--- src/core/vwr_cfg.svh ---
// Constants of the VRAM wait and row-strobe timing block.
// Assumes inclusion by bare name from the core/ files.
`ifndef VWR_CFG_SVH
`define VWR_CFG_SVH

// Register offsets on the plain register port
`define VWR_OFS_PROG 4'h0
`define VWR_OFS_STAT 4'h4

// Programming word after reset
`define VWR_PROG_RST 11'h000

// Status word layout
`define VWR_STAT_STATE 0
`define VWR_STAT_READY 5
`define VWR_STAT_GRANT 6
`define VWR_STAT_INIT  7

// Refresh row-strobe width in rising edges, per row-timing code
`define VWR_REFW_00 3'h2
`define VWR_REFW_01 3'h3
`define VWR_REFW_10 3'h2
`define VWR_REFW_11 3'h4

// Precharge time in rising edges, per row-timing code
`define VWR_PRE_00 3'h1
`define VWR_PRE_01 3'h2
`define VWR_PRE_10 3'h2
`define VWR_PRE_11 3'h3

// Row-strobe start after a grant change, in rising edges
`define VWR_GNT_00 3'h1
`define VWR_GNT_01 3'h2
`define VWR_GNT_10 3'h1
`define VWR_GNT_11 3'h2

// Handshake delays, in rising edges after the row-strobe edge
`define VWR_ZERO_T    3'h0
`define VWR_HALF_T    3'h1
`define VWR_ONE_T     3'h1
`define VWR_ONEHALF_T 3'h2

// Extra edges when the wait-extend input is low
`define VWR_XWAIT_0 3'h1
`define VWR_XWAIT_1 3'h2

`endif

--- src/core/vwr_pkg.sv ---
// Types of the VRAM wait and row-strobe timing block.
// Assumes nothing beyond a SystemVerilog compiler.
package vwr_pkg;

	typedef enum logic [4:0] {
		VWR_IDLE      = 5'h01,
		VWR_GNT_WAIT  = 5'h02,
		VWR_ACCESS    = 5'h04,
		VWR_REFRESH   = 5'h08,
		VWR_PRECHARGE = 5'h10
	} vwr_state_e;

	typedef struct packed {
		logic [2:0] configMode;
		logic       handshakeType;
		logic [0:0] extraWait;
		logic [1:0] burstWait;
		logic [1:0] accessDelay;
		logic [1:0] rowTiming;
	} vwr_prog_s;

endpackage : vwr_pkg

--- src/core/vwr_sel_if.sv ---
// Strobe selection signals between the timing core and its decoder.
// Assumes both ends run on the same clock; the signals are combinational.
interface vwr_sel_if;
	logic [2:0] configMode;
	logic [1:0] bankSelect;
	logic [3:0] rasSel;
	logic [3:0] casSel;

	modport core (output configMode, output bankSelect,
		input rasSel, input casSel);
	modport decoder (input configMode, input bankSelect,
		output rasSel, output casSel);
endinterface : vwr_sel_if

--- src/core/vwr_strobe_decode.sv ---
// Row and column strobe selection from configuration mode and bank inputs.
// Assumes synchronised bank inputs and a stable programmed mode.
module vwr_strobe_decode (
	vwr_sel_if.decoder sel
);
	logic [3:0] oneHot;

	assign oneHot = 4'h1 << sel.bankSelect;

	// Each strobe serves one quarter of the array only in mode 7; mode 6 does so for row strobes only, modes 4 and 5 pair row strobes, others drive all four
	always_comb begin
		case (sel.configMode)
			3'h7: begin
				sel.rasSel = oneHot;
				sel.casSel = oneHot;
			end
			3'h6: begin
				sel.rasSel = oneHot;
				sel.casSel = 4'hF;
			end
			3'h4, 3'h5: begin
				sel.rasSel = sel.bankSelect[0] ? 4'hC : 4'h3;
				sel.casSel = 4'hF;
			end
			default: begin
				sel.rasSel = 4'hF;
				sel.casSel = 4'hF;
			end
		endcase
	end

endmodule : vwr_strobe_decode

--- src/core/vwr_timing.sv ---
// Wait or acknowledge generator and row-strobe timing of a VRAM controller.
// Assumes pins asynchronous to mclk; register port synchronous to mclk.
//
// Design decisions made here: the address map and the address-and-strobe port.
`include "vwr_cfg.svh"

// Operation
// - Handshake-type bit picks wait-type (0) or acknowledge-type (1) output.
// - Wait-extend low delays handshake one more edge, two if extra-wait set.
// - Burst code 0,0: handshake stays ready during the burst.
// - Burst 0,1: not-ready on enables negated; ready edge after they assert.
// - Burst 1,0: not-ready on enables negated; ready low level after assert.
// - Burst 1,1: handshake follows column enables with no added alignment.
// - Delay 0,0 wait: high on plain access; delayed, negates at RAS negate.
// - Delay 0,0 acknowledge: asserted together with the access row strobe.
// - Delay 0,1: wait half cycle after RAS; acknowledge next rising edge.
// - Delay 1,0: wait high unless delayed; else and ack low level after.
// - Delay 1,1: wait at next rising edge; ack on following low level.
// - Refresh row strobe width 2, 3, 2, 4 edges by row-timing code.
// - Precharge 1, 2, 2, 3 edges by row-timing code.
// - After grant change, RAS starts first edge (0,0 1,0) or second.
// - Column strobe low only if selected and enabled by its enable input.
// - Column strobe selection comes from configuration mode and bank inputs.
// - Modes 7 and 6 give each row strobe a quarter of the array, column strobes only in mode 7; other modes share strobes.
// - Grant output high means second port owns the array, low first port.
module vwr_timing (
	input  wire logic        mclk,
	input  wire logic        srst,
	input  wire logic [3:0]  regAddr,
	input  wire logic [15:0] regWriteData,
	input  wire logic        regWrite,
	input  wire logic        regRead,
	output logic      [15:0] regReadData,
	input  wire logic        accessRequest,
	input  wire logic        accessDelayed,
	input  wire logic        refreshRequest,
	input  wire logic        secondPortSelect,
	input  wire logic        waitExtendInN,
	input  wire logic [1:0]  columnEnableInputs,
	input  wire logic [1:0]  bankSelectInputs,
	output logic      [3:0]  rowStrobeN,
	output logic      [3:0]  columnStrobeN,
	output logic             waitOrAck,
	output logic             secondPortGrant
);
	localparam int SYNC_W = 9;

	vwr_pkg::vwr_prog_s  prog_reg;
	vwr_pkg::vwr_state_e state_reg;
	vwr_pkg::vwr_state_e state_next;
	logic [2:0]          cnt_reg;
	logic [2:0]          cnt_next;
	logic                grant_next;
	logic [SYNC_W-1:0]   syncA_reg;
	logic [SYNC_W-1:0]   syncB_reg;
	logic                reqS;
	logic                delayedS;
	logic                refreshS;
	logic                portS;
	logic                extendNS;
	logic [1:0]          colEnS;
	logic [1:0]          bankS;
	logic                colEnAny;
	logic                canStart;
	logic                startAccess;
	logic [2:0]          hsCnt_reg;
	logic                hsReady_reg;
	logic                initDone_reg;
	logic                neverReady_reg;
	logic [2:0]          hsDelay;
	logic                hsNever;
	logic [3:0]          enable4;

	vwr_sel_if sel ();

	vwr_strobe_decode uDecode (
		.sel (sel)
	);

	// Two-stage synchronisers for every pin input
	always_ff @(posedge mclk) begin
		if (srst) begin
			syncA_reg <= '0;
			syncB_reg <= '0;
		end else begin
			syncA_reg <= {accessRequest, accessDelayed, refreshRequest,
				secondPortSelect, waitExtendInN, columnEnableInputs,
				bankSelectInputs};
			syncB_reg <= syncA_reg;
		end
	end

	assign {reqS, delayedS, refreshS, portS, extendNS, colEnS, bankS} =
		syncB_reg;
	assign colEnAny = |colEnS;
	assign sel.configMode = prog_reg.configMode;
	assign sel.bankSelect = bankS;

	// Programming word stays until the next write
	always_ff @(posedge mclk) begin
		if (srst) begin
			prog_reg <= `VWR_PROG_RST;
		end else if (regWrite && regAddr == `VWR_OFS_PROG) begin
			prog_reg <= regWriteData[10:0];
		end
	end

	// Read data in the cycle after the read strobe only
	always_ff @(posedge mclk) begin
		if (srst) begin
			regReadData <= 16'h0000;
		end else if (regRead && regAddr == `VWR_OFS_PROG) begin
			regReadData <= {5'h00, prog_reg};
		end else if (regRead && regAddr == `VWR_OFS_STAT) begin
			regReadData <= '0;
			regReadData[`VWR_STAT_STATE +: 5] <= state_reg;
			regReadData[`VWR_STAT_READY] <= hsReady_reg;
			regReadData[`VWR_STAT_GRANT] <= secondPortGrant;
			regReadData[`VWR_STAT_INIT] <= initDone_reg;
		end else begin
			regReadData <= 16'h0000;
		end
	end

	function automatic logic [2:0] refreshWidth(input logic [1:0] code);
		case (code)
			2'h0: refreshWidth = `VWR_REFW_00;
			2'h1: refreshWidth = `VWR_REFW_01;
			2'h2: refreshWidth = `VWR_REFW_10;
			default: refreshWidth = `VWR_REFW_11;
		endcase
	endfunction : refreshWidth

	function automatic logic [2:0] prechargeTime(input logic [1:0] code);
		case (code)
			2'h0: prechargeTime = `VWR_PRE_00;
			2'h1: prechargeTime = `VWR_PRE_01;
			2'h2: prechargeTime = `VWR_PRE_10;
			default: prechargeTime = `VWR_PRE_11;
		endcase
	endfunction : prechargeTime

	function automatic logic [2:0] grantDelay(input logic [1:0] code);
		case (code)
			2'h0: grantDelay = `VWR_GNT_00;
			2'h1: grantDelay = `VWR_GNT_01;
			2'h2: grantDelay = `VWR_GNT_10;
			default: grantDelay = `VWR_GNT_11;
		endcase
	endfunction : grantDelay

	// A new cycle may begin from idle or at the end of precharge
	assign canStart = state_reg == vwr_pkg::VWR_IDLE ||
		(state_reg == vwr_pkg::VWR_PRECHARGE && cnt_reg == 3'h0);

	always_comb begin
		state_next = state_reg;
		cnt_next = cnt_reg;
		grant_next = secondPortGrant;
		case (state_reg)
			vwr_pkg::VWR_IDLE, vwr_pkg::VWR_PRECHARGE: begin
				if (!canStart) begin
					cnt_next = cnt_reg - 3'h1;
				end else if (refreshS) begin
					state_next = vwr_pkg::VWR_REFRESH;
					cnt_next = refreshWidth(prog_reg.rowTiming) - 3'h1;
				end else if (reqS && portS != secondPortGrant) begin
					grant_next = portS;
					state_next = vwr_pkg::VWR_GNT_WAIT;
					cnt_next = grantDelay(prog_reg.rowTiming) - 3'h1;
				end else if (reqS) begin
					state_next = vwr_pkg::VWR_ACCESS;
				end else begin
					state_next = vwr_pkg::VWR_IDLE;
				end
			end
			vwr_pkg::VWR_GNT_WAIT: begin
				if (cnt_reg == 3'h0) begin
					state_next = vwr_pkg::VWR_ACCESS;
				end else begin
					cnt_next = cnt_reg - 3'h1;
				end
			end
			vwr_pkg::VWR_ACCESS: begin
				if (!reqS) begin
					state_next = vwr_pkg::VWR_PRECHARGE;
					cnt_next = prechargeTime(prog_reg.rowTiming) - 3'h1;
				end
			end
			vwr_pkg::VWR_REFRESH: begin
				if (cnt_reg == 3'h0) begin
					state_next = vwr_pkg::VWR_PRECHARGE;
					cnt_next = prechargeTime(prog_reg.rowTiming) - 3'h1;
				end else begin
					cnt_next = cnt_reg - 3'h1;
				end
			end
			default: begin
				state_next = vwr_pkg::VWR_IDLE;
				cnt_next = 3'h0;
			end
		endcase
	end

	// Precharge counts down before the next start is allowed
	always_ff @(posedge mclk) begin
		if (srst) begin
			state_reg <= vwr_pkg::VWR_IDLE;
			cnt_reg <= 3'h0;
		end else begin
			state_reg <= state_next;
			cnt_reg <= cnt_next;
		end
	end

	always_ff @(posedge mclk) begin
		if (srst) begin
			secondPortGrant <= 1'b0;
		end else begin
			secondPortGrant <= grant_next;
		end
	end

	// Row strobes follow the state being entered
	always_ff @(posedge mclk) begin
		if (srst) begin
			rowStrobeN <= 4'hF;
		end else if (state_next == vwr_pkg::VWR_REFRESH) begin
			rowStrobeN <= 4'h0;
		end else if (state_next == vwr_pkg::VWR_ACCESS) begin
			rowStrobeN <= ~sel.rasSel;
		end else begin
			rowStrobeN <= 4'hF;
		end
	end

	// Enable 0 gates strobes 0 and 1, enable 1 gates strobes 2 and 3
	assign enable4 = {colEnS[1], colEnS[1], colEnS[0], colEnS[0]};

	always_ff @(posedge mclk) begin
		if (srst) begin
			columnStrobeN <= 4'hF;
		end else if (state_reg == vwr_pkg::VWR_ACCESS && reqS) begin
			columnStrobeN <= ~(sel.casSel & enable4);
		end else begin
			columnStrobeN <= 4'hF;
		end
	end

	assign startAccess = state_reg != vwr_pkg::VWR_ACCESS &&
		state_next == vwr_pkg::VWR_ACCESS;

	// Edges from the row-strobe edge to the first ready
	always_comb begin
		hsNever = 1'b0;
		case (prog_reg.accessDelay)
			2'h0: begin
				hsDelay = `VWR_ZERO_T;
				hsNever = !prog_reg.handshakeType && delayedS;
			end
			2'h1: begin
				hsDelay = prog_reg.handshakeType ? `VWR_ONE_T
					: `VWR_HALF_T;
			end
			2'h2: begin
				hsDelay = (prog_reg.handshakeType || delayedS) ?
					`VWR_HALF_T : `VWR_ZERO_T;
			end
			default: begin
				hsDelay = prog_reg.handshakeType ? `VWR_ONEHALF_T
					: `VWR_ONE_T;
			end
		endcase
		if (!extendNS) begin
			hsDelay = hsDelay + (prog_reg.extraWait[0] ?
				`VWR_XWAIT_1 : `VWR_XWAIT_0);
		end
	end

	// First ready after the programmed delay, then burst handling
	always_ff @(posedge mclk) begin
		if (srst) begin
			hsCnt_reg <= 3'h0;
			hsReady_reg <= 1'b0;
			initDone_reg <= 1'b0;
			neverReady_reg <= 1'b0;
		end else if (startAccess) begin
			hsCnt_reg <= hsDelay;
			neverReady_reg <= hsNever;
			hsReady_reg <= hsDelay == 3'h0 && !hsNever;
			initDone_reg <= hsDelay == 3'h0 && !hsNever;
		end else if (state_reg == vwr_pkg::VWR_ACCESS && !reqS) begin
			hsReady_reg <= neverReady_reg;
			initDone_reg <= 1'b0;
		end else if (state_reg == vwr_pkg::VWR_ACCESS && !initDone_reg) begin
			if (!neverReady_reg && hsCnt_reg != 3'h0) begin
				hsCnt_reg <= hsCnt_reg - 3'h1;
				if (hsCnt_reg == 3'h1) begin
					hsReady_reg <= 1'b1;
					initDone_reg <= 1'b1;
				end
			end
		end else if (state_reg == vwr_pkg::VWR_ACCESS) begin
			case (prog_reg.burstWait)
				2'h0: hsReady_reg <= 1'b1;
				2'h1: hsReady_reg <= colEnAny;
				2'h2: hsReady_reg <= colEnAny;
				default: hsReady_reg <= colEnAny;
			endcase
		end else if (state_reg != vwr_pkg::VWR_PRECHARGE) begin
			hsReady_reg <= 1'b0;
			neverReady_reg <= 1'b0;
		end
	end

	// Wait style: high means ready; acknowledge style: low means ready
	always_ff @(posedge mclk) begin
		if (srst) begin
			waitOrAck <= 1'b0;
		end else begin
			waitOrAck <= hsReadyNext() ^ prog_reg.handshakeType;
		end
	end

	// Ready value being registered this edge, so the pin is not a cycle late
	function automatic logic hsReadyNext();
		logic r;
		r = hsReady_reg;
		if (startAccess) begin
			r = hsDelay == 3'h0 && !hsNever;
		end else if (state_reg == vwr_pkg::VWR_ACCESS && !reqS) begin
			r = neverReady_reg;
		end else if (state_reg == vwr_pkg::VWR_ACCESS && !initDone_reg) begin
			r = !neverReady_reg && hsCnt_reg == 3'h1;
		end else if (state_reg == vwr_pkg::VWR_ACCESS) begin
			r = prog_reg.burstWait == 2'h0 || colEnAny;
		end else if (state_reg != vwr_pkg::VWR_PRECHARGE) begin
			r = 1'b0;
		end
		hsReadyNext = r;
	endfunction : hsReadyNext

endmodule : vwr_timing

--- config.mk ---
export PLATFORM = sky130hd
export DESIGN_NAME = vwr_timing
export DESIGN_NICKNAME = d
export VERILOG_FILES = /design/src/core/vwr_pkg.sv /design/src/core/vwr_sel_if.sv /design/src/core/vwr_strobe_decode.sv /design/src/core/vwr_timing.sv
export VERILOG_INCLUDE_DIRS = /design/src /design/src/core
export SDC_FILE = /design/constraint.sdc
export NUM_CORES = 1
export LEC_CHECK = 0
export BUFFER_PORTS_ARGS = -buffer_cell sky130_fd_sc_hd__clkbuf_2
export CAP_MARGIN = 0
export CORE_UTILIZATION = 45
export DETAILED_ROUTE_END_ITERATION = 8
export PLACE_DENSITY = 0.65
export SYNTH_ARGS = -nofsm -noshare
export SYNTH_HDL_FRONTEND = slang
export SYNTH_SLANG_ARGS = --single-unit
--- constraint.sdc ---
create_clock -name mclk -period 7.2 [get_ports mclk]
set_clock_uncertainty 0.2 [all_clocks]
set_input_delay 2.16 -clock mclk [delete_from_list [all_inputs] [get_ports mclk]]
set_output_delay 2.16 -clock mclk [all_outputs]
set_load 0.01 [all_outputs]
## Yosys cells after proc, flatten, opt, wreduce, memory -nomap -nowiden

Cells that the tools add are included.
W data, S select, Z words.

- Output and inout port bits: 26
- Input bits: 33
- Word-level logic and storage cells: 177
- Register bits after elaboration: 69

- Bitwise logic cells: 6
- Add/subtract/negate cells: 7
- Equal/unequal tests: 28
- Shift-type cells: 1
- Reduce and logical (&&, ||, !) cells: 48
- Multiplexer cells: 67

Operators by type and width:

| kind | count |
|---|---|
| $mux W3 | 24 |
| $mux W1 | 23 |
| $mux W4 | 5 |
| $mux W5 | 4 |
| $pmux W5 S4 | 1 |
| $sub A3 B1 Y3 const B | 6 |
| $reduce_or A2 Y1 | 8 |
| $logic_and A1 B1 Y1 | 13 |
| $eq A3 B3 Y1 const B | 4 |
| $pmux W3 S4 | 1 |
| $reduce_bool A3 Y1 | 4 |
| $mux W11 | 1 |
| $eq A5 B3 Y1 const B | 2 |
| $eq A5 B4 Y1 const B | 2 |
| $ne A2 B2 Y1 const B | 5 |
| $reduce_and A3 Y1 | 3 |
| $mux W8 | 1 |
| $ne A4 B3 Y1 const B | 2 |
| $not A4 Y4 | 2 |
| $pmux W4 S2 | 1 |
| $reduce_and A4 Y1 | 2 |
| $logic_not A2 Y1 | 3 |
| $logic_not A3 Y1 | 2 |
| $mux W2 | 3 |
| other kinds (24) | 35 |

## Logic depth before layout (Yosys ltp)

Gate-level depths: netlist of the first run.

- Depth in word-level cells: 12
- Mapped depth: 10
- Mapped depth without buffers: 10

## Hierarchy

From an unflattened synthesis of the first run, not the netlist that was laid out.

- Cell total of the unflattened synthesis: 326
- Area, all modules: 2994.1 µm²

By module, submodules not included:

| module | instances | area each (µm²) | seq. area each (µm²) | cells each |
|---|---|---|---|---|
| vwr_timing | 1 | 2906.5 | 1281.2 | 311 |
| vwr_strobe_decode | 1 | 87.6 | 0.0 | 15 |

## Worst setup path before layout of the first run

OpenSTA, ideal clock, no wires.

- Path type: input to register
- From: in regAddr[1]
- To: reg prog_reg[1] in the netlist's numbering
- Path buffers: 1
- Path slack: 3.835 ns
- Data arrival time: 3.038 ns
- Cell stages on the path: 5
- Cell sequence: nor3_1 nand3b_1 buf_1 mux2i_1 nor2_1

- Word-level cells in the longest chain between the ends: 2

RTL lines:

| element | line | RTL |
|---|---|---|
| from (decl) | vwr_timing.sv:29 | `input wire logic [3:0] regAddr,` |
| $logic_not A4 Y1 (no source line) | -- |  |
| $logic_and A1 B1 Y1 (no source line) | -- |  |
| to (signal assigned) | vwr_timing.sv:102 | `` prog_reg <= `VWR_PROG_RST; `` |
| to (signal assigned) | vwr_timing.sv:104 | `prog_reg <= regWriteData[10:0];` |
| to (decl) | vwr_timing.sv:48 | `vwr_pkg::vwr_prog_s prog_reg;` |

Every way passes these cells.
A chain may end at the register's enable or synchronous reset.

==> results of run 1 <==
==> path summary, 6_finish.rpt <==
check            endpoint  depth (start not counted)    startpoint
max reg2reg     waitOrAck                         10   prog_reg[7]
max            cnt_reg[1]                          5          srst
min reg2reg  syncB_reg[6]                          1  syncA_reg[6]
min          syncB_reg[6]                          1  syncA_reg[6]
==> cells in the mapped netlist, types with 2 or more instances <==
cell	instances	area, µm²
sky130_fd_sc_hd__ha_1	12	150.1
sky130_fd_sc_hd__xnor2_1	4	35.03
sky130_fd_sc_hd__nand2b_1	4	25.02
sky130_fd_sc_hd__o31ai_1	2	15.01
sky130_fd_sc_hd__o211ai_1	3	22.52
sky130_fd_sc_hd__a21boi_0	3	22.52
sky130_fd_sc_hd__nor3_1	3	15.01
sky130_fd_sc_hd__o21bai_1	6	45.04
sky130_fd_sc_hd__nor2b_1	24	150.1
sky130_fd_sc_hd__nand2_1	8	30.03
sky130_fd_sc_hd__a311oi_1	2	17.52
sky130_fd_sc_hd__o22ai_1	3	18.77
sky130_fd_sc_hd__o21ai_0	10	50.05
sky130_fd_sc_hd__buf_4	7	52.55
sky130_fd_sc_hd__clkbuf_1	6	22.52
sky130_fd_sc_hd__and2_1	3	18.77
sky130_fd_sc_hd__buf_1	2	7.510
sky130_fd_sc_hd__nand3_1	5	25.02
sky130_fd_sc_hd__nor2_1	47	176.4
sky130_fd_sc_hd__a21oi_1	10	50.05
sky130_fd_sc_hd__a221oi_1	2	17.52
sky130_fd_sc_hd__nor4_1	2	12.51
sky130_fd_sc_hd__nor3b_1	3	22.52
sky130_fd_sc_hd__a21o_1	5	37.54
sky130_fd_sc_hd__dfxtp_1	64	1281
sky130_fd_sc_hd__inv_1	13	48.80
sky130_fd_sc_hd__mux2i_1	20	200.2
sky130_fd_sc_hd__a211oi_1	2	15.01
sky130_fd_sc_hd__nand3b_1	4	30.03
==> cells in the final DEF, fill, tap and decap left out, types with 3 or more instances in the layout <==
cell type and instances:
sky130_fd_sc_hd__o22ai_1 3, sky130_fd_sc_hd__nand2_1 8, sky130_fd_sc_hd__nor3_1 3, sky130_fd_sc_hd__nor2b_1 24, sky130_fd_sc_hd__and2_1 3, sky130_fd_sc_hd__o21bai_1 6, sky130_fd_sc_hd__xnor2_1 4, sky130_fd_sc_hd__inv_1 13
sky130_fd_sc_hd__ha_1 12, sky130_fd_sc_hd__nand2b_1 4, sky130_fd_sc_hd__dfxtp_1 64, sky130_fd_sc_hd__nand3b_1 4, sky130_fd_sc_hd__conb_1 5, sky130_fd_sc_hd__clkbuf_2 48, sky130_fd_sc_hd__a21boi_0 3, sky130_fd_sc_hd__nor3b_1 3
sky130_fd_sc_hd__o211ai_1 3, sky130_fd_sc_hd__a21o_1 5, sky130_fd_sc_hd__o21ai_0 10, sky130_fd_sc_hd__nor2_1 47, sky130_fd_sc_hd__mux2i_1 20, sky130_fd_sc_hd__nand3_1 5, sky130_fd_sc_hd__clkbuf_8 10, sky130_fd_sc_hd__a21oi_1 10
==> area by class of cell <==
class / count / share of cell area (%)
flip-flops and latches: 64 / 37.80
clock inverters: 4 / 1.587
inverters: 13 / 1.440
repair buffers: 48 / 7.087
clock buffers: 12 / 4.282
well taps: 77 / 2.842
multi-input cells: 217 / 44.96
==> power groups by stage <==
stage	logic, W	registers [W]	clock network, W
after floorplan	0.0000445	0.000377	0
after global placement	0.0000577	0.000379	0
after detailed placement	0.0000579	0.000379	0
after CTS	0.0000582	0.000371	0.000316
after global routing	0.0000641	0.000372	0.000332
final	0.0000579	0.000371	0.000308
==> metrics by stage <==
| step | util [%] | hold slack, ns | cells | total power (W) | worst slack, ns |
|---|---|---|---|---|---|
| 2_1_floorplan | - | 0.1768 | 311 | 0.0004211 | 3.835 |
| 3_3_place_gp | 50.54 | 0.2195 | 419 | 0.0004365 | 3.115 |
| 3_5_place_dp | 50.54 | 0.2204 | 419 | 0.0004368 | 3.094 |
| 4_1_cts | 53.69 | 0.2244 | 435 | 0.0007451 | 3.481 |
| 5_1_grt | 53.69 | 0.2444 | 435 | 0.0007677 | 3.352 |
| 6_report | 53.69 | 0.2224 | 435 | 0.0007366 | 3.459 |
==> worst max-delay path: stages <==
cell	delay, ns
sky130_fd_sc_hd__clkbuf_2	0.55
sky130_fd_sc_hd__a21o_1	0.35
sky130_fd_sc_hd__a31o_2	0.25
sky130_fd_sc_hd__or2_2	0.33
sky130_fd_sc_hd__o21ai_0	0.16
==> cells by family after synthesis <==
| logic type | Yosys count |
|---|---|
| muxes | 21 |
| adders and majority gates | 13 |
| AOI/OAI and AO/OA | 58 |
| DFF | 64 |
| buffers and inverters | 30 |
| other | 1 |
| xor gates and xnor gates | 5 |
| and+or+nand+nor | 115 |
==> layer usage <==
metal / vias to the layer above / track usage [%] / routed length [µm] / part of all wire, %
met5: - / 0 / 0 / 0
met4: 0 / 6.552 / 86 / 1.5
met3: 9 / 7.692 / 256 / 4.3
met2: 55 / 32.95 / 2821 / 48
met1: 1067 / 22.82 / 2760 / 47
li1: 1141 / - / - / -
==> results.rst, run 1 <==
.. list-table::
   :header-rows: 1

   * - Metric
     - Value
   * - Power density over cell area
     - 217.3 nW/µm²
   * - Resize count post-CTS
     - 0
   * - Final non-filler cell area
     - 3390 µm²
   * - Main combinational cell family by area after synthesis
     - simple AND/OR/NAND/NOR gates
   * - Final number of setup-violating endpoints
     - 0
   * - Post-CTS setup buffers
     - 0
   * - Xor and xnor area share after synthesis
     - 1.494%
   * - Critical path data required time
     - between 7 and 8 ns
   * - Maximum fanout encountered on the critical timing path
     - 49
   * - Worst-Skew Late Latency
     - 0.35 ns
   * - Area of the core region
     - 6314 µm²
   * - EDFF count, synth
     - 0
   * - Aggregate global routing overflow
     - 0
   * - Area fraction in compound gates after synthesis
     - roughly 15%
   * - CP Data Arrival Time
     - between 3 and 4 ns
   * - Setup TNS
     - 0 ns
   * - Slew of the pin with the lowest slew margin
     - 1.005 ns
   * - FF+latch count, synth
     - 64
   * - Status
     - completed
   * - Via density per instance
     - about 5.2
   * - Antenna diodes
     - 0
   * - Simple-gate area share of the yosys netlist
     - 21.64%
   * - Clk network pwr share
     - 41.8%
   * - Wire length after detailed routing
     - between 5000 and 6000 µm
   * - Max Slew Vio Count
     - 0
   * - Count of buffers from port buffering
     - 48
   * - Multiplexer fraction of the synthesized cell area
     - 7.341%
   * - Kind of path behind the tightest hold check
     - reg2reg
   * - Chip width
     - 82.71 µm
   * - Die outline area
     - 6841 µm²
   * - Cell variety after synth
     - 57
   * - Layout Nets
     - 399
   * - Synthesis-to-layout area growth
     - 15.62%
   * - Cells after synthesis
     - 307
   * - Combined area of the multi-input logic cells
     - around 1500 µm²
   * - Number of hold buffers added after CTS
     - 0
   * - Number of fill cells
     - 605
   * - Combinational cell fraction of total power
     - 7.9%
   * - Routability Congestion
     - around 0.83
   * - Number of hold-slack violations in the final timing report
     - 0
   * - Max-cap violations
     - 0
   * - Total number of H-tree levels
     - 3
   * - RSZ-0062 raised after global routing
     - false
   * - Die outline height
     - between 80 and 90 µm
   * - Initial drt markers
     - 83
   * - Syn_area_per_cell
     - between 9 and 10 µm²
   * - Seq pwr share
     - 50.4%
   * - Sequential share of the synthesized area
     - around 44%
   * - First-pass GRT wire length
     - ~9800 µm
   * - Clk Tree Root Cell
     - sky130_fd_sc_hd__clkbuf_8
   * - Vias
     - 2272
   * - Number of antenna violations at the first check in global routing
     - 0
   * - Number of remaining DRC errors
     - 0
   * - CTS tree
     - done
   * - Site Rows
     - 29
   * - Max Root-Sink Buffers
     - 2
   * - Placed standard-cell area
     - 3191 µm²
   * - Worst setup SP type
     - primary input
   * - Pin count of the biggest net entering global routing
     - 50
   * - Inserted Clock Buffers
     - 9
   * - Worst Path Class, Setup
     - in2reg
   * - Kind of end point of the critical path
     - flop
   * - Effective utilization at floorplan
     - between 40% and 50%
   * - Sequential cell area
     - 1281 µm²
   * - Most frequently used flop master after synthesis
     - sky130_fd_sc_hd__dfxtp_1
   * - Worst-case headroom to the max-slew limit
     - approximately a third
   * - Netlist Area Pre-Place
     - 2932 µm²
   * - Tcrit/Tclk final
     - 51.96%
   * - Wire length per cell
     - between 10 and 15 µm
   * - Number of top-level design ports
     - 59
   * - Internal power
     - 0.0005609 W
   * - Leakage power total
     - 1.455 nW
   * - Adder and majority gate portion of the synthesized area
     - under 10%
   * - Clock edge transition at the registers on the reported setup and hold paths
     - around 0.080 ns
   * - Setup slack, reg-to-reg
     - 4.48 ns
   * - Via count of the first global-routing pass
     - approximately 2100
   * - Proportion of synthesized flip-flops having asynchronous set or reset
     - 0%
   * - Peak supply drop
     - 0.1403 mV
   * - Switching Share
     - 23.86%
   * - Power dissipated by switching net loads
     - 0.0001758 W
   * - Fraction of final layout cells sized beyond drive strength 1
     - about a fifth
   * - Yosys warning total
     - 0
   * - Max reg flops
     - 11
   * - Crit path time final
     - approximately 3.7 ns
   * - Number of clock sinks
     - 64
   * - TritonRoute pass-1 iters
     - 4
   * - Achievable clock frequency
     - 267.3 MHz
   * - GRT Total Usage
     - between 15 and 20%
   * - Post-route ant nets
     - 0
   * - Dpl hpwl
     - 4214 µm
(Power assumes the default switching activity.)
==> inputs of run 2 (changes only) <==
Clock period 7.2 ns to 3.7 ns, I/O delays scaled along.
==> run 2 against run 1 <==
  * Clock-buffer cell count fell by 3
  * Worst hold slack improved by 0.012 ns
  * Critical path depth increased by 5
  * Via count fell by 1.2%
  * Non-clock buffer count up 1
  * Critical endpoint is now waitOrAck
  * Cell area is 0.30% higher
  * Critical path type is now reg2reg
  * Global-route usage grew 0.45 points
  * First-iteration DRC count rose by 22%
  * Clock power is 99% higher
  * Sequential power grew 95%
==> results.rst, run 2 (synthesis results as in run 1) <==
.. list-table::
   :header-rows: 1

   * - Metric
     - Value
   * - Status
     - completed (unchanged)
   * - Number of hold buffers added after CTS
     - 0 (unchanged)
   * - CTS tree
     - done (unchanged)
   * - Max reg flops
     - 11 (unchanged)
   * - Site Rows
     - 29 (unchanged)
   * - Post-CTS setup buffers
     - 0 (unchanged)
   * - Wire length after detailed routing
     - 6076 µm (was 5924 µm)
   * - TritonRoute pass-1 iters
     - 4 (unchanged)
   * - First-pass GRT wire length
     - 10040 µm (was 9804 µm)
   * - Aggregate global routing overflow
     - 0 (unchanged)
   * - Leakage power total
     - 1.468 nW (was 1.455 nW)
   * - Crit path time final
     - 2.799 ns
   * - Kind of end point of the critical path
     - flop (unchanged)
   * - Routability Congestion
     - 0.8520 (was 0.8321)
   * - Number of remaining DRC errors
     - 0 (unchanged)
   * - Pin count of the biggest net entering global routing
     - 36 (was 50)
   * - Die outline height
     - 82.71 µm (unchanged)
   * - Effective utilization at floorplan
     - 46.43% (unchanged)
   * - Layout Nets
     - 400 (was 399)
   * - Max Root-Sink Buffers
     - 2 (unchanged)
   * - Count of buffers from port buffering
     - 48 (unchanged)
   * - Peak supply drop
     - 0.3241 mV (was 0.1403 mV)
   * - Number of antenna violations at the first check in global routing
     - 0 (unchanged)
   * - Setup TNS
     - 0 ns (unchanged)
   * - Slew of the pin with the lowest slew margin
     - 0.7565 ns (was 1.005 ns)
   * - Worst Path Class, Setup
     - reg2reg (was in2reg)
   * - Chip width
     - 82.71 µm (unchanged)
   * - Power density over cell area
     - 426.3 nW/µm² (was 217.3 nW/µm²)
   * - Clk Tree Root Cell
     - sky130_fd_sc_hd__clkbuf_8 (unchanged)
   * - Total number of H-tree levels
     - 3 (unchanged)
   * - Max Slew Vio Count
     - 0 (unchanged)
   * - RSZ-0062 raised after global routing
     - false (unchanged)
   * - Number of clock sinks
     - 64 (unchanged)
   * - Initial drt markers
     - 101 (was 83)
   * - Tcrit/Tclk final
     - 75.65%
   * - Antenna diodes
     - 0 (unchanged)
   * - Synthesis-to-layout area growth
     - 15.96% (was 15.62%)
   * - Final number of setup-violating endpoints
     - 0 (unchanged)
   * - Vias
     - 2245 (was 2272)
   * - Number of top-level design ports
     - 59 (unchanged)
   * - Worst setup SP type
     - flop (was primary input)
   * - Max-cap violations
     - 0 (unchanged)
   * - Leading cell type in the layout, fill and taps excluded
     - sky130_fd_sc_hd__dfxtp_1 (unchanged)
   * - Worst-case hold slack
     - 0.2348 ns (was 0.2224 ns)
   * - Resize count post-CTS
     - 0 (unchanged)
   * - Die outline area
     - 6841 µm² (unchanged)
   * - Post-route ant nets
     - 0 (unchanged)
   * - Kind of path behind the tightest hold check
     - reg2reg (unchanged)
   * - Clock edge transition at the registers on the reported setup and hold paths
     - 0.07 ns (was 0.08 ns)
   * - Achievable clock frequency
     - 357.3 MHz
   * - Maximum fanout encountered on the critical timing path
     - 8 (was 49)
   * - Worst-case headroom to the max-slew limit
     - 49.42% (was 32.97%)
   * - CP Data Arrival Time
     - 2.84 ns (was 3.81 ns)
   * - GRT Total Usage
     - 20.13% (was 19.68%)
   * - Critical path data required time
     - 3.74 ns (was 7.27 ns)
   * - Dpl hpwl
     - 4318 µm (was 4214 µm)
   * - Worst-Skew Late Latency
     - 0.35 ns (about the same)
   * - Inserted Clock Buffers
     - 9 (unchanged)
   * - Number of hold-slack violations in the final timing report
     - 0 (unchanged)
   * - Area of the core region
     - 6314 µm² (unchanged)
   * - Via density per instance
     - 5.149 (was 5.223)
   * - Via count of the first global-routing pass
     - 2143 (was 2130)
   * - Utilization of the core after routing
     - 53.84% (was 53.69%)
   * - Wire length per cell
     - 13.94 µm (was 13.62 µm)
   * - Commonest cells after routing, fill and taps aside
     - sky130_fd_sc_hd__dfxtp_1 (64), sky130_fd_sc_hd__clkbuf_2 (48), sky130_fd_sc_hd__nor2_1 (47), sky130_fd_sc_hd__nor2b_1 (24), sky130_fd_sc_hd__mux2i_1 (20) (unchanged)
   * - Fraction of final layout cells sized beyond drive strength 1
     - 21.45% (was 20.67%)
## run 2: cell types whose count changed in the layout (fill, tap and decap cells not counted)
cell                         delta
sky130_fd_sc_hd__buf_4          +1
sky130_fd_sc_hd__clkinvlp_4     -1
sky130_fd_sc_hd__clkbuf_8       -1
sky130_fd_sc_hd__clkbuf_1       -2
sky130_fd_sc_hd__inv_6          +3
sky130_fd_sc_hd__clkinv_2       +1
## run 2: critical path: stages (launching register included)
cell                       delay, ns
sky130_fd_sc_hd__dfxtp_1        0.49
sky130_fd_sc_hd__o21ai_0        0.18
sky130_fd_sc_hd__a21boi_0       0.24
sky130_fd_sc_hd__ha_1           0.18
sky130_fd_sc_hd__inv_1          0.05
sky130_fd_sc_hd__fa_1           0.49
sky130_fd_sc_hd__a21oi_1        0.07
sky130_fd_sc_hd__nor4_1         0.24
sky130_fd_sc_hd__o21ai_2        0.14
sky130_fd_sc_hd__o31ai_2        0.09
sky130_fd_sc_hd__mux2_4         0.32
## run 2: cell type report
type | instances | area (µm²)
repair buffers | 49 | 247.7
fillers | 577 | 2914
inverters | 13 | 48.80
well taps | 77 | 96.34
clock buffers | 9 | 123.9
multi-input cells | 217 | 1524
flip-flops and latches | 64 | 1281
clock inverters | 7 | 77.57
## run 2: routing by layer
metal,global-route usage [%],vias to the layer above,routed length (µm)
li1,-,1145,-
met1,23.00,1043,2817
met2,35.25,47,2935
met3,5.275,10,220
met4,8.448,0,103
met5,0,-,0
## run 2: final timing paths
kind                      from            to  slack [ns]  cells past startpoint
hold reg to reg   syncA_reg[3]  syncB_reg[3]        0.23                      1
hold / removal    syncA_reg[3]  syncB_reg[3]        0.23                      1
setup reg to reg   prog_reg[7]     waitOrAck        0.90                     10
setup / recovery   prog_reg[7]     waitOrAck        0.90                     10
## run 2: power breakdown
part	switching [W]	internal, W	total, W
Clock	0.000296	0.000318	0.000613
Sequential	0.0000157	0.000706	0.000722
Combinational	0.0000596	0.0000543	0.000114
## run 2: per-stage QoR
| step | cell area, µm² | power (W) | setup slack (ns) | cells |
|---|---|---|---|---|
| after floorplan | 2947 | 0.0008195 | 1.233 | 311 |
| after global placement | 3198 | 0.0008497 | 0.9220 | 420 |
| after detailed placement | 3198 | 0.0008511 | 0.9115 | 420 |
| after CTS | 3400 | 0.001465 | 0.9057 | 436 |
| after global routing | 3400 | 0.001509 | 0.6817 | 436 |
| final | 3400 | 0.001449 | 0.9010 | 436 |
